**src/xfer_regs_pkg.sv**
```systemverilog
// Register map, field layout and event carriers of the transfer register bank
package xfer_regs_pkg;

  // ==========================================================
  // Register offsets on the byte-wide processor port
  localparam logic [5:0] ADDR_COMP_CTRL      = 6'h14;
  localparam logic [5:0] ADDR_DECOMP_CTRL    = 6'h18;
  localparam logic [5:0] ADDR_TEST_LOW       = 6'h1a;
  localparam logic [5:0] ADDR_LINE_LO        = 6'h1c;
  localparam logic [5:0] ADDR_LINE_HI        = 6'h1d;
  localparam logic [5:0] ADDR_COMP_RC        = 6'h20;
  localparam logic [5:0] ADDR_EOT_STATUS     = 6'h27;
  localparam logic [5:0] ADDR_EOT_MASK       = 6'h29;
  localparam logic [5:0] ADDR_DECOMP_RC      = 6'h2c;
  localparam logic [5:0] ADDR_BYTE_CNT       = 6'h30;
  localparam logic [5:0] ADDR_COMP_STAGED    = 6'h34;
  localparam logic [5:0] ADDR_FILL           = 6'h35;
  localparam logic [5:0] ADDR_DECOMP_STAGED  = 6'h38;
  localparam logic [5:0] ADDR_TEST_HIGH      = 6'h3a;

  // ==========================================================
  // Reset values
  localparam logic [7:0]  RST_COMP_CTRL      = 8'h04;
  localparam logic [7:0]  RST_DECOMP_CTRL    = 8'h04;
  localparam logic [7:0]  RST_TEST           = 8'h00;
  localparam logic [10:0] RST_LINE           = 11'h000;
  localparam logic [15:0] RST_RECORD_COUNT   = 16'hffff;
  localparam logic [7:0]  RST_EOT_STATUS     = 8'h00;
  localparam logic [7:0]  RST_EOT_MASK       = 8'hff;
  localparam logic [31:0] RST_BYTE_CNT       = 32'h0000_0000;
  localparam logic [7:0]  RST_COMP_STAGED    = 8'h04;
  localparam logic [7:0]  RST_FILL           = 8'h00;
  localparam logic [7:0]  RST_DECOMP_STAGED  = 8'h00;

  // ==========================================================
  // Control byte fields, shared by live and staged copies
  localparam int CTL_ARM        = 7;
  localparam int CTL_BLANK      = 6;
  localparam int CTL_PAUSE_XFER = 5;
  localparam int CTL_PASS       = 4;
  localparam int CTL_DICT_RESET = 3;
  localparam int CTL_EMPTY      = 2;
  localparam int CTL_ENABLE     = 1;
  localparam int CTL_PAUSE_REC  = 0;

  // End-of-transfer status and mask fields
  localparam int EOT_COMP_BIT   = 0;
  localparam int EOT_DECOMP_BIT = 1;

  // Line length upper byte carries three bits
  localparam int LINE_HI_BITS   = 3;

  // Bytes per output word for the byte counter rounding
  localparam logic [7:0] WORD_BYTES_WIDE   = 8'h04;
  localparam logic [7:0] WORD_BYTES_NARROW = 8'h02;

  // ==========================================================
  // Event carriers from the engines
  typedef struct packed {
    logic record_end_in;
    logic record_end_out;
    logic engine_empty;
    logic out_word;
    logic out_fifo_reset;
    logic record_start;
  } comp_events_t;

  typedef struct packed {
    logic record_end_in;
    logic record_end_out;
    logic engine_empty;
  } decomp_events_t;

endpackage

```
**src/byte_lane_counter.sv**
```systemverilog
// Multi-byte counter with independent byte writes and a terminal pulse
`timescale 1ns/10ps
module byte_lane_counter #(
  parameter int                 BYTES       = 2,
  parameter logic [8*BYTES-1:0] RESET_VALUE = '1
) (
  input  wire logic               clk,
  input  wire logic               rst_b,
  input  wire logic               clear,
  input  wire logic               wr_en,
  input  wire logic [1:0]         wr_sel,
  input  wire logic [7:0]         wr_data,
  input  wire logic               step_en,
  input  wire logic               step_up,
  input  wire logic [7:0]         step_size,
  output logic      [8*BYTES-1:0] value,
  output logic                    expire
);

  // ==========================================================
  // Parameter check
  initial begin
    if (BYTES < 1 || BYTES > 4)
      $error("byte_lane_counter: BYTES must be 1 to 4");
  end

  localparam logic [8*BYTES-1:0] ONE = {{(8*BYTES-1){1'b0}}, 1'b1};

  // Down step from one lands on zero
  assign expire = step_en && !step_up && !wr_en && !clear
                  && (value == ONE);

  // ==========================================================
  // Counter; a host byte write replaces the step in that cycle
  always_ff @(posedge clk) begin
    if (!rst_b) begin
      value <= RESET_VALUE;
    end else if (clear) begin
      value <= '0;
    end else if (wr_en) begin
      for (int i = 0; i < BYTES; i++) begin
        if (wr_sel == 2'(i)) begin
          value[8*i +: 8] <= wr_data;
        end
      end
    end else if (step_en) begin
      if (step_up) begin
        value <= value + (8*BYTES)'(step_size);
      end else begin
        value <= value - ONE;
      end
    end
  end

endmodule

```
**src/xfer_count_regs.sv**
```systemverilog
// Record count, end-of-transfer, byte count and prearm register bank
// Contract
// - Hold an 11-bit decompression line length over two byte addresses.
// - 16-bit compression record count, resets to all ones, steps down.
// - Compression count reaching zero sets status bit 0.
// - Decompression count reaching zero sets status bit 1.
// - Status bits clear only on host write of one; reset zero.
// - Mask bits 0 and 1 block their flags from interrupt; reset all ones.
// - 16-bit decompression record count over two bytes, resets all ones.
// - Decompression count expiry posts the decompression done flag.
// - 32-bit output byte count, rounded to bus word, four bytes.
// - Byte count clears on record start and output FIFO reset.
// - Compression staged control layout, reset value 0x04.
// - Decompression staged control layout, reset value 0x00.
// - Blank record outputs the stored fill byte for the record.
// - Two test registers reset to zero; host writes only zero. The bank stores any byte the host writes to them.
// - Armed staged byte loads live control at empty end of record.
// - Blank control clears when decompression count reaches zero.
// - Pause on transfer clears compression enable at transfer end.
`timescale 1ns/10ps
module xfer_count_regs #(
  parameter int LINE_BITS = 11
) (
  input  wire logic                          clk,
  input  wire logic                          rst_b,
  // Processor port
  input  wire logic                          proc_select_n,
  input  wire logic                          proc_dir,
  input  wire logic                          proc_dir_read_level,
  input  wire logic [5:0]                    proc_addr,
  input  wire logic [7:0]                    proc_data_in,
  output logic      [7:0]                    proc_data_out,
  output logic                               proc_data_oe,
  output logic                               proc_ready_n,
  output logic                               irq_out_n,
  // Engine side
  input  wire xfer_regs_pkg::comp_events_t   comp_ev,
  input  wire xfer_regs_pkg::decomp_events_t decomp_ev,
  input  wire logic                          wide_bus,
  output logic      [7:0]                    comp_control,
  output logic      [7:0]                    decomp_control,
  output logic      [LINE_BITS-1:0]          decomp_line_length,
  output logic      [7:0]                    blank_fill_byte,
  output logic                               decomp_blank_record,
  output logic      [15:0]                   comp_records_left,
  output logic      [15:0]                   decomp_records_left,
  output logic      [31:0]                   compressed_bytes_out
);

  // ==========================================================
  // Parameter check
  initial begin
    if (LINE_BITS != 8 + xfer_regs_pkg::LINE_HI_BITS)
      $error("xfer_count_regs: LINE_BITS must be 11");
  end

  // ==========================================================
  // Access decode
  logic        select_q;
  logic        access;
  logic        wr;
  logic        rd;
  logic [7:0]  next_read_data;

  logic [7:0]  comp_staged;
  logic [7:0]  decomp_staged;
  logic [7:0]  test_low;
  logic [7:0]  test_high;
  logic [7:0]  eot_status;
  logic [7:0]  eot_mask;
  logic        comp_rc_expire;
  logic        decomp_rc_expire;
  logic        comp_pause_transfer;

  // Only the falling edge of select starts an access, so a select
  // held low for several cycles is still one access
  assign access = !proc_select_n && select_q;
  assign wr     = access && (proc_dir != proc_dir_read_level);
  assign rd     = access && (proc_dir == proc_dir_read_level);

  function automatic logic wr_to(input logic       w,
                                 input logic [5:0] a,
                                 input logic [5:0] target);
    return w && (a == target);
  endfunction

  function automatic logic [7:0] lane(input logic [31:0] v,
                                      input logic [1:0]  idx);
    return v[8*idx +: 8];
  endfunction

  always_ff @(posedge clk) begin
    if (!rst_b) begin
      select_q <= 1'b1;
    end else begin
      select_q <= proc_select_n;
    end
  end

  // ==========================================================
  // Read answer: data and ready one cycle after the access
  always_ff @(posedge clk) begin
    if (!rst_b) begin
      proc_data_out <= 8'h00;
      proc_data_oe  <= 1'b0;
      proc_ready_n  <= 1'b1;
    end else begin
      proc_ready_n <= !access;
      proc_data_oe <= rd;
      if (rd) begin
        proc_data_out <= next_read_data;
      end
    end
  end

  // ==========================================================
  // Record counters
  byte_lane_counter #(
    .BYTES       (2),
    .RESET_VALUE (xfer_regs_pkg::RST_RECORD_COUNT)
  ) comp_rc_cnt (
    .clk       (clk),
    .rst_b     (rst_b),
    .clear     (1'b0),
    .wr_en     (wr && proc_addr[5:1] == xfer_regs_pkg::ADDR_COMP_RC[5:1]),
    .wr_sel    ({1'b0, proc_addr[0]}),
    .wr_data   (proc_data_in),
    .step_en   (comp_ev.record_end_in),
    .step_up   (1'b0),
    .step_size (8'h01),
    .value     (comp_records_left),
    .expire    (comp_rc_expire)
  );

  byte_lane_counter #(
    .BYTES       (2),
    .RESET_VALUE (xfer_regs_pkg::RST_RECORD_COUNT)
  ) decomp_rc_cnt (
    .clk       (clk),
    .rst_b     (rst_b),
    .clear     (1'b0),
    .wr_en     (wr &&
                proc_addr[5:1] == xfer_regs_pkg::ADDR_DECOMP_RC[5:1]),
    .wr_sel    ({1'b0, proc_addr[0]}),
    .wr_data   (proc_data_in),
    .step_en   (decomp_ev.record_end_in),
    .step_up   (1'b0),
    .step_size (8'h01),
    .value     (decomp_records_left),
    .expire    (decomp_rc_expire)
  );

  // ==========================================================
  // Compressed byte counter, counted in whole bus words
  byte_lane_counter #(
    .BYTES       (4),
    .RESET_VALUE (xfer_regs_pkg::RST_BYTE_CNT)
  ) byte_cnt (
    .clk       (clk),
    .rst_b     (rst_b),
    .clear     (comp_ev.record_start ||
                comp_ev.out_fifo_reset),
    .wr_en     (wr &&
                proc_addr[5:2] == xfer_regs_pkg::ADDR_BYTE_CNT[5:2]),
    .wr_sel    (proc_addr[1:0]),
    .wr_data   (proc_data_in),
    .step_en   (comp_ev.out_word),
    .step_up   (1'b1),
    .step_size (wide_bus ? xfer_regs_pkg::WORD_BYTES_WIDE
                         : xfer_regs_pkg::WORD_BYTES_NARROW),
    .value     (compressed_bytes_out),
    .expire    ()
  );

  // ==========================================================
  // End-of-transfer status and mask
  logic [7:0] eot_set;
  logic [7:0] eot_clear;

  always_comb begin
    eot_set = 8'h00;
    eot_set[xfer_regs_pkg::EOT_COMP_BIT]   = comp_rc_expire;
    // Decompression expiry drives its own flag, not the compression one
    eot_set[xfer_regs_pkg::EOT_DECOMP_BIT] = decomp_rc_expire;
    eot_clear = 8'h00;
    if (wr_to(wr, proc_addr, xfer_regs_pkg::ADDR_EOT_STATUS)) begin
      eot_clear = proc_data_in;
    end
  end

  always_ff @(posedge clk) begin
    if (!rst_b) begin
      eot_status <= xfer_regs_pkg::RST_EOT_STATUS;
    end else begin
      // Set wins so an event landing on a clear is kept
      eot_status <= ((eot_status & ~eot_clear) | eot_set) & 8'h03;
    end
  end

  always_ff @(posedge clk) begin
    if (!rst_b) begin
      eot_mask <= xfer_regs_pkg::RST_EOT_MASK;
    end else if (wr_to(wr, proc_addr, xfer_regs_pkg::ADDR_EOT_MASK)) begin
      eot_mask <= proc_data_in;
    end
  end

  // Registered so the pin never glitches on decode
  always_ff @(posedge clk) begin
    if (!rst_b) begin
      irq_out_n <= 1'b1;
    end else begin
      irq_out_n <= ~|(eot_status[1:0] & ~eot_mask[1:0]);
    end
  end

  // ==========================================================
  // Decompression line length and fill byte
  always_ff @(posedge clk) begin
    if (!rst_b) begin
      decomp_line_length <= xfer_regs_pkg::RST_LINE;
    end else begin
      if (wr_to(wr, proc_addr, xfer_regs_pkg::ADDR_LINE_LO)) begin
        decomp_line_length[7:0] <= proc_data_in;
      end
      if (wr_to(wr, proc_addr, xfer_regs_pkg::ADDR_LINE_HI)) begin
        decomp_line_length[LINE_BITS-1:8] <=
          proc_data_in[xfer_regs_pkg::LINE_HI_BITS-1:0];
      end
    end
  end

  always_ff @(posedge clk) begin
    if (!rst_b) begin
      blank_fill_byte <= xfer_regs_pkg::RST_FILL;
    end else if (wr_to(wr, proc_addr, xfer_regs_pkg::ADDR_FILL)) begin
      blank_fill_byte <= proc_data_in;
    end
  end

  // ==========================================================
  // Staged control bytes and test registers
  always_ff @(posedge clk) begin
    if (!rst_b) begin
      comp_staged   <= xfer_regs_pkg::RST_COMP_STAGED;
      decomp_staged <= xfer_regs_pkg::RST_DECOMP_STAGED;
    end else begin
      if (wr_to(wr, proc_addr, xfer_regs_pkg::ADDR_COMP_STAGED)) begin
        comp_staged <= proc_data_in;
      end
      if (wr_to(wr, proc_addr, xfer_regs_pkg::ADDR_DECOMP_STAGED)) begin
        decomp_staged <= proc_data_in;
      end
    end
  end

  // Test bytes only store; nothing in the bank acts on them
  always_ff @(posedge clk) begin
    if (!rst_b) begin
      test_low  <= xfer_regs_pkg::RST_TEST;
      test_high <= xfer_regs_pkg::RST_TEST;
    end else begin
      if (wr_to(wr, proc_addr, xfer_regs_pkg::ADDR_TEST_LOW)) begin
        test_low <= proc_data_in;
      end
      if (wr_to(wr, proc_addr, xfer_regs_pkg::ADDR_TEST_HIGH)) begin
        test_high <= proc_data_in;
      end
    end
  end

  // ==========================================================
  // Live compression control
  // Prearm waits for an empty engine so no buffered data is corrupted
  logic comp_prearm;
  logic comp_stop;

  assign comp_pause_transfer = comp_control[xfer_regs_pkg::CTL_PAUSE_XFER];
  assign comp_prearm = comp_control[xfer_regs_pkg::CTL_ARM]
                       && comp_ev.record_end_out
                       && comp_ev.engine_empty;
  assign comp_stop = (comp_pause_transfer && comp_rc_expire)
                     || (comp_control[xfer_regs_pkg::CTL_PAUSE_REC]
                         && comp_ev.record_end_in);

  always_ff @(posedge clk) begin
    if (!rst_b) begin
      comp_control <= xfer_regs_pkg::RST_COMP_CTRL;
    end else begin
      if (wr_to(wr, proc_addr, xfer_regs_pkg::ADDR_COMP_CTRL)) begin
        comp_control <= proc_data_in;
      end else if (comp_prearm) begin
        comp_control <= comp_staged;
      end else if (comp_stop) begin
        comp_control[xfer_regs_pkg::CTL_ENABLE] <= 1'b0;
      end
    end
  end

  // ==========================================================
  // Live decompression control
  logic decomp_prearm;
  logic decomp_stop;

  assign decomp_prearm = decomp_control[xfer_regs_pkg::CTL_ARM]
                         && decomp_ev.record_end_out
                         && decomp_ev.engine_empty;
  assign decomp_stop =
    (decomp_control[xfer_regs_pkg::CTL_PAUSE_XFER] && decomp_rc_expire)
    || (decomp_control[xfer_regs_pkg::CTL_PAUSE_REC]
        && decomp_ev.record_end_in);

  always_ff @(posedge clk) begin
    if (!rst_b) begin
      decomp_control <= xfer_regs_pkg::RST_DECOMP_CTRL;
    end else begin
      if (wr_to(wr, proc_addr, xfer_regs_pkg::ADDR_DECOMP_CTRL)) begin
        decomp_control <= proc_data_in;
      end else if (decomp_prearm) begin
        decomp_control <= decomp_staged;
      end else begin
        if (decomp_stop) begin
          decomp_control[xfer_regs_pkg::CTL_ENABLE] <= 1'b0;
        end
        if (decomp_rc_expire) begin
          decomp_control[xfer_regs_pkg::CTL_BLANK] <= 1'b0;
        end
      end
    end
  end

  assign decomp_blank_record = decomp_control[xfer_regs_pkg::CTL_BLANK];

  // ==========================================================
  // Read multiplexer; unmapped offsets read zero
  always_comb begin
    next_read_data = 8'h00;
    case (proc_addr)
      xfer_regs_pkg::ADDR_COMP_CTRL: begin
        next_read_data = comp_control;
        next_read_data[xfer_regs_pkg::CTL_EMPTY] = comp_ev.engine_empty;
      end
      xfer_regs_pkg::ADDR_DECOMP_CTRL: begin
        next_read_data = decomp_control;
        next_read_data[xfer_regs_pkg::CTL_EMPTY] = decomp_ev.engine_empty;
      end
      xfer_regs_pkg::ADDR_TEST_LOW:      next_read_data = test_low;
      xfer_regs_pkg::ADDR_TEST_HIGH:     next_read_data = test_high;
      xfer_regs_pkg::ADDR_LINE_LO: begin
        next_read_data = decomp_line_length[7:0];
      end
      xfer_regs_pkg::ADDR_LINE_HI: begin
        next_read_data = 8'(decomp_line_length[LINE_BITS-1:8]);
      end
      xfer_regs_pkg::ADDR_COMP_RC: begin
        next_read_data = lane({16'h0000, comp_records_left}, 2'd0);
      end
      xfer_regs_pkg::ADDR_COMP_RC + 6'h01: begin
        next_read_data = lane({16'h0000, comp_records_left}, 2'd1);
      end
      xfer_regs_pkg::ADDR_DECOMP_RC: begin
        next_read_data = lane({16'h0000, decomp_records_left}, 2'd0);
      end
      xfer_regs_pkg::ADDR_DECOMP_RC + 6'h01: begin
        next_read_data = lane({16'h0000, decomp_records_left}, 2'd1);
      end
      xfer_regs_pkg::ADDR_EOT_STATUS:    next_read_data = eot_status;
      xfer_regs_pkg::ADDR_EOT_MASK:      next_read_data = eot_mask;
      xfer_regs_pkg::ADDR_BYTE_CNT,
      xfer_regs_pkg::ADDR_BYTE_CNT + 6'h01,
      xfer_regs_pkg::ADDR_BYTE_CNT + 6'h02,
      xfer_regs_pkg::ADDR_BYTE_CNT + 6'h03: begin
        next_read_data = lane(compressed_bytes_out, proc_addr[1:0]);
      end
      xfer_regs_pkg::ADDR_COMP_STAGED:   next_read_data = comp_staged;
      xfer_regs_pkg::ADDR_FILL:          next_read_data = blank_fill_byte;
      xfer_regs_pkg::ADDR_DECOMP_STAGED: next_read_data = decomp_staged;
      default:                           next_read_data = 8'h00;
    endcase
  end

endmodule

```
**config.mk**
```make
export PLATFORM = sky130hd
export DESIGN_NAME = xfer_count_regs
export DESIGN_NICKNAME = d
export VERILOG_FILES = /design/src/xfer_regs_pkg.sv /design/src/byte_lane_counter.sv /design/src/xfer_count_regs.sv
export SDC_FILE = /design/constraint.sdc
export NUM_CORES = 1
export LEC_CHECK = 0
export ABC_AREA = 1
export BUFFER_PORTS_ARGS = -buffer_cell sky130_fd_sc_hd__buf_4
export CORE_MARGIN = 1
export CORE_UTILIZATION = 30
export CTS_BUF_LIST = sky130_fd_sc_hd__clkbuf_4 sky130_fd_sc_hd__clkbuf_8
export CTS_CLUSTER_DIAMETER = 40
export DETAILED_ROUTE_END_ITERATION = 8
export SYNTH_ARGS = -nofsm -noshare
export SYNTH_HDL_FRONTEND = slang
export SYNTH_HIERARCHICAL = 1
export SYNTH_SLANG_ARGS = --single-unit
```
**constraint.sdc**
```tcl
create_clock -name clk -period 3.45 [get_ports clk]
set_clock_uncertainty 0.15 [all_clocks]
set_input_delay 0.69 -clock clk [delete_from_list [all_inputs] [get_ports clk]]
set_output_delay 0.69 -clock clk [all_outputs]
set_load 0.02 [all_outputs]
```
Word-level counts from Yosys, hierarchy flattened. Index checks and enable logic that the tools add are counted.

Register bits after elaboration: 153. Output and inout bits: 111.

Add/sub/neg operators: 3. Equal/unequal tests: 37. Multiplexer cells: 28. Shift-type cells: 1. Reduce and logical (&&, ||, !) cells: 58. Bitwise operators: 6.

Operators with widths (number): 8-bit one-hot mux with 16 select lines (1); 6-bit == test (second input constant) (14); 16-bit two-way mux (4); 32-bit two-way mux (2); 8-bit two-way mux (8); 32-bit by 3-bit adder with 32-bit output (1); 16-bit by 1-bit == test with 1-bit output (second input constant) (2); 32-bit by 6-bit variable part select with 8-bit output (1); 16-bit by 1-bit subtractor with 16-bit output (second input constant) (2); 6-bit by 5-bit == test with 1-bit output (second input constant) (5); 1-bit logical AND (29); 2-bit != test (second input constant) (8); 2-bit AND reduction (8); 5-bit == test (second input constant) (2); 2-bit nonzero test (5); 1-bit two-way mux (9); 3-bit nonzero test (3); 6-bit two-way mux (1); 1-bit logical NOT (5); 2-bit bitwise AND (2); 2-bit == test (second input constant) (2); 4-bit == test (second input constant) (1); 2-bit logical NOT (2); 4-bit two-way mux (1); other kinds (11) (15).

Longest topological paths before layout.
Depth after elaboration: 12. Depth in mapped cells: 14. Depth with buffers taken out: 14.

Modules after synthesis. The synthesis kept the hierarchy.

By module, submodules not included: xfer_count_regs (area an instance 4717.0 um2, cells each 738, instances 1); byte_lane_counter at byte_cnt (area an instance 3474.6 um2, cells each 646, instances 1); byte_lane_counter at decomp_rc_cnt (area an instance 1801.7 um2, cells each 322, instances 1); byte_lane_counter at comp_rc_cnt (area an instance 1794.2 um2, cells each 322, instances 1).

Least setup slack after synthesis. Ideal clock, no wire load.

Path type: input to register. From: input port proc_dir_read_level. To: register byte_cnt.value[23]. Path slack: 573 ps. Setup time: 122 ps. Stages on the path: 10. Path buffers: 0. Data arrival time: 2605 ps. Cell sequence: xor2_1 nand3_1 nor4_1 inv_2 nand2_1 inv_2 a31oi_4 inv_2 o21ai_0 a21oi_2.

Cells in the longest elaborated chain, start to end: 5. Elaborated cells between the ends (all ways): 7.

Ends and longest elaborated chain: start, declared (line xfer_count_regs.sv:29) `input wire logic proc_dir_read_level,`; 1-bit != test (*) (line xfer_count_regs.sv:78) `assign wr = access && (proc_dir != proc_dir_read_level);`; 1-bit logical AND (*) (line xfer_count_regs.sv:78); 1-bit logical AND (*) (line xfer_count_regs.sv:163) `.wr_en (wr &&`; 2-bit != test (no source line) / 2-bit nonzero test (equally long branches); 2-bit AND reduction (no source line); end signal, assigned by index (line byte_lane_counter.sv:43) `value[8*i +: 8] <= wr_data;`; end signal, assigned (line byte_lane_counter.sv:48) `value <= value + (8*BYTES)'(step_size);`; end signal, assigned (line byte_lane_counter.sv:50) `value <= value - ONE;`; end, declared (line byte_lane_counter.sv:16) `output logic [8*BYTES-1:0] value,`.

Mark *: on every way between the ends. The rest lies on a longest branch, timed or not. A chain may end at the register's enable or synchronous reset.

Worst setup path after layout.
From: input port proc_dir_read_level. To: register byte_cnt.value[24].

The elaborated chain is that of the path after synthesis.

==> flow_metrics.py <==
metrics = {
    "place": {
        "io_buffers": 139,
        "gp_congestion": 0.921,
        "dp_hpwl_microns": 35200,
        "place_ws_ps": 375,
        "dp_cells": 2673,
        "placed_cell_area_sq_um": 13400,
    },
    "yosys": {
        "ys_warn_count": 6,
        "syn_inst": 2021,
        "netlist_area_sq_um": 11700,
        "syn_area_per_cell_sq_um": 5.81,
    },
    "floorplanning": {
        "io_pins": 140,
        "core_area_sq_um": 38600,
        "die-area_sq_um": 39900,
        "initial_core_util_pct": 30.4,
        "rows": 72,
        "die_w_microns": 200,
        "dieHeight_microns": 200,
    },
    "routing": {
        "vias": 13807,
        "drt_wl_total_microns": 46100,
        "vias_per_cell": 5.10,
        "drc": 0,
        "ant_nets": 0,
        "wl_per_cell_microns": 17.0,
        "detail_route.iter0.violations": 1246,
        "first_pass_iters": 8,
    },
    "layout": {
        "drive_gt1_share_pct": 12.4,
        "syn2layout_area_growth_pct": 17.5,
        "final_core_utilization_pct": 35.7,
        "final_net_count": 2235,
        "final_area_sq_um": 13800,
        "final.fill_count": 4311,
        "layoutNonFillerInstCount": 2706,
    },
    "cts": {
        "cts_buffers": 17,
        "clk_latency_ps": 480,
        "cts.hold.buffers_added": 0,
        "clock_path_buffers": 2,
        "postCtsSetupRepairBufs": 0,
        "cts_root_buf": "clkbuf_8",
        "htree_levels": 4,
        "path_clk_slew_ps": 110,
        "cts_resized": 0,
        "clkSinkCount": 153,
        "cts_tree": "built",
    },
    "critical_path": {
        "reg2regPathDepth": 11,
        "r2r_end": "decomp_control[1]",
        "crit_chain": "buf_4, xor2_1, nand3_1, nor4_2, buf_4, nand3_1, nand2_1, inv_1, nor2_1, a21oi_2",
        "slowest_stage": "nor4_2",
        "cp-end-kind": "flip-flop",
        "cp.required_ps": 3680,
        "critical_path_arrival_ps": 2820,
        "critPathKind": "input port to flip-flop",
        "r2r_slack_ps": 1020,
        "start_kind": "input port",
        "timing.rr.start": "select_q",
        "max_stage_delay_ps": 410,
        "cp-startpoint": "proc_dir_read_level",
        "cp_max_fo": 13,
        "crit_end": "byte_cnt/value[24]",
    },
    "timing": {
        "worstMarginPinSlew_ps": 709,
        "drv_slew": 0,
        "fmax_ghz": 0.386,
        "grt_setup_unrepaired": "false",
        "hold_viol_final": 0,
        "period_share_pct": 75.0,
        "fin_crit_ps": 2590,
        "relSlewSlack_pct": 52.7,
        "setup_ws_ps": 862,
        "hold_ws_ps": 276,
        "setup_viol": 0,
        "finalSetupTns_ps": 0,
    },
    "worst_hold_path": {
        "hold_path_depth": 3,
        "hp-class": "input port to flip-flop",
    },
    "grt": {
        "grt_pass1_vias": 12555,
        "grt_use_total_pct": 22.7,
        "grt_max_degree": 40,
        "grt_pass1_wl_microns": 70100,
        "overflow": 0,
        "antenna_found_initial": 1,
    },
    "pwr": {
        "p_total_mw": 4.51,
        "vdd_drop_max_mv": 0.182,
        "p_per_area_nw_per_um2": 327,
        "p_leak_nw": 6.90,
    },
    "job": {
        "maxCapViolCount": 0,
    },
    "run_status": {
        "status": "complete, no violations",
    },
}
[report_power, final]
| group | switching [mW] | total [mW] | internal, mW |
|---|---|---|---|
| Clock | 0.839 | 1.38 | 0.543 |
| Combinational | 0.778 | 1.17 | 0.391 |
| Sequential | 0.142 | 1.96 | 1.82 |
[metal layers]
layer / vias up / routed length [microns] / track usage [%]
li1: 6899 / - / -
met2: 534 / 20500 / 36.2
met3: 72 / 3370 / 2.94
met5: - / 0 / 0
met1: 6302 / 21000 / 31.7
met4: 0 / 1220 / 7.07
[final cells by class]
type / instances / area (sq um) / area share (%)
Antenna cell: 1 / 2.50 / 0.0181
Clock buffer: 17 / 234 / 1.69
Clock inverter: 15 / 145 / 1.05
Inverter: 232 / 871 / 6.31
Multi-Input combinational cell: 1615 / 7680 / 55.6
Sequential cell: 153 / 3060 / 22.2
Tap cell: 518 / 648 / 4.69
Timing Repair Buffer: 155 / 1160 / 8.43
[sequential cells by signal (all words and copies together), names as in the netlist, 11 cells and up]
register / flops
comp_rc_cnt/value: 16
byte_cnt/value: 32
decomp_line_length: 11
decomp_rc_cnt/value: 16
[critical path: cells and delay by family]
| family | cells | cell delay, ps |
|---|---|---|
| AOI/OAI and AO/OA | 1 | 70 |
| xor gates and xnor gates | 1 | 230 |
| buffers and inverters | 3 | 590 |
| and+or+nand+nor | 5 | 1230 |
[worst min path at each step]
stage / slack [ps] / to / start
floorplan: 270 / proc_ready_n / select_q
global placement: 290 / proc_ready_n / select_q
detailed placement: 300 / proc_ready_n / select_q
CTS: 260 / select_q / proc_select_n
global route: 280 / select_q / proc_select_n
finish: 280 / select_q / proc_select_n
[cells in the final DEF (no fill, tap or decap), types with 3 or more instances in the layout]
cell and count:
and2_1 4, nor2_1 186, nand3_2 6, xor2_1 13
buf_4 155, inv_8 6, nand3_1 241, nor2_2 25
a31oi_1 20, nand2_1 629, nor4_1 7, nor2_4 6
or2_1 6, nand4_1 33, inv_6 7, o221ai_1 6
inv_2 28, a21oi_1 134, o21ai_0 124, ha_1 29
clkbuf_8 17, nand2_2 12, dfxtp_1 153, fa_1 3
nor3_1 28, o21ai_1 13, conb_1 47, inv_1 202
nand3b_1 6, o211ai_1 17
(Power assumes the default switching activity.)
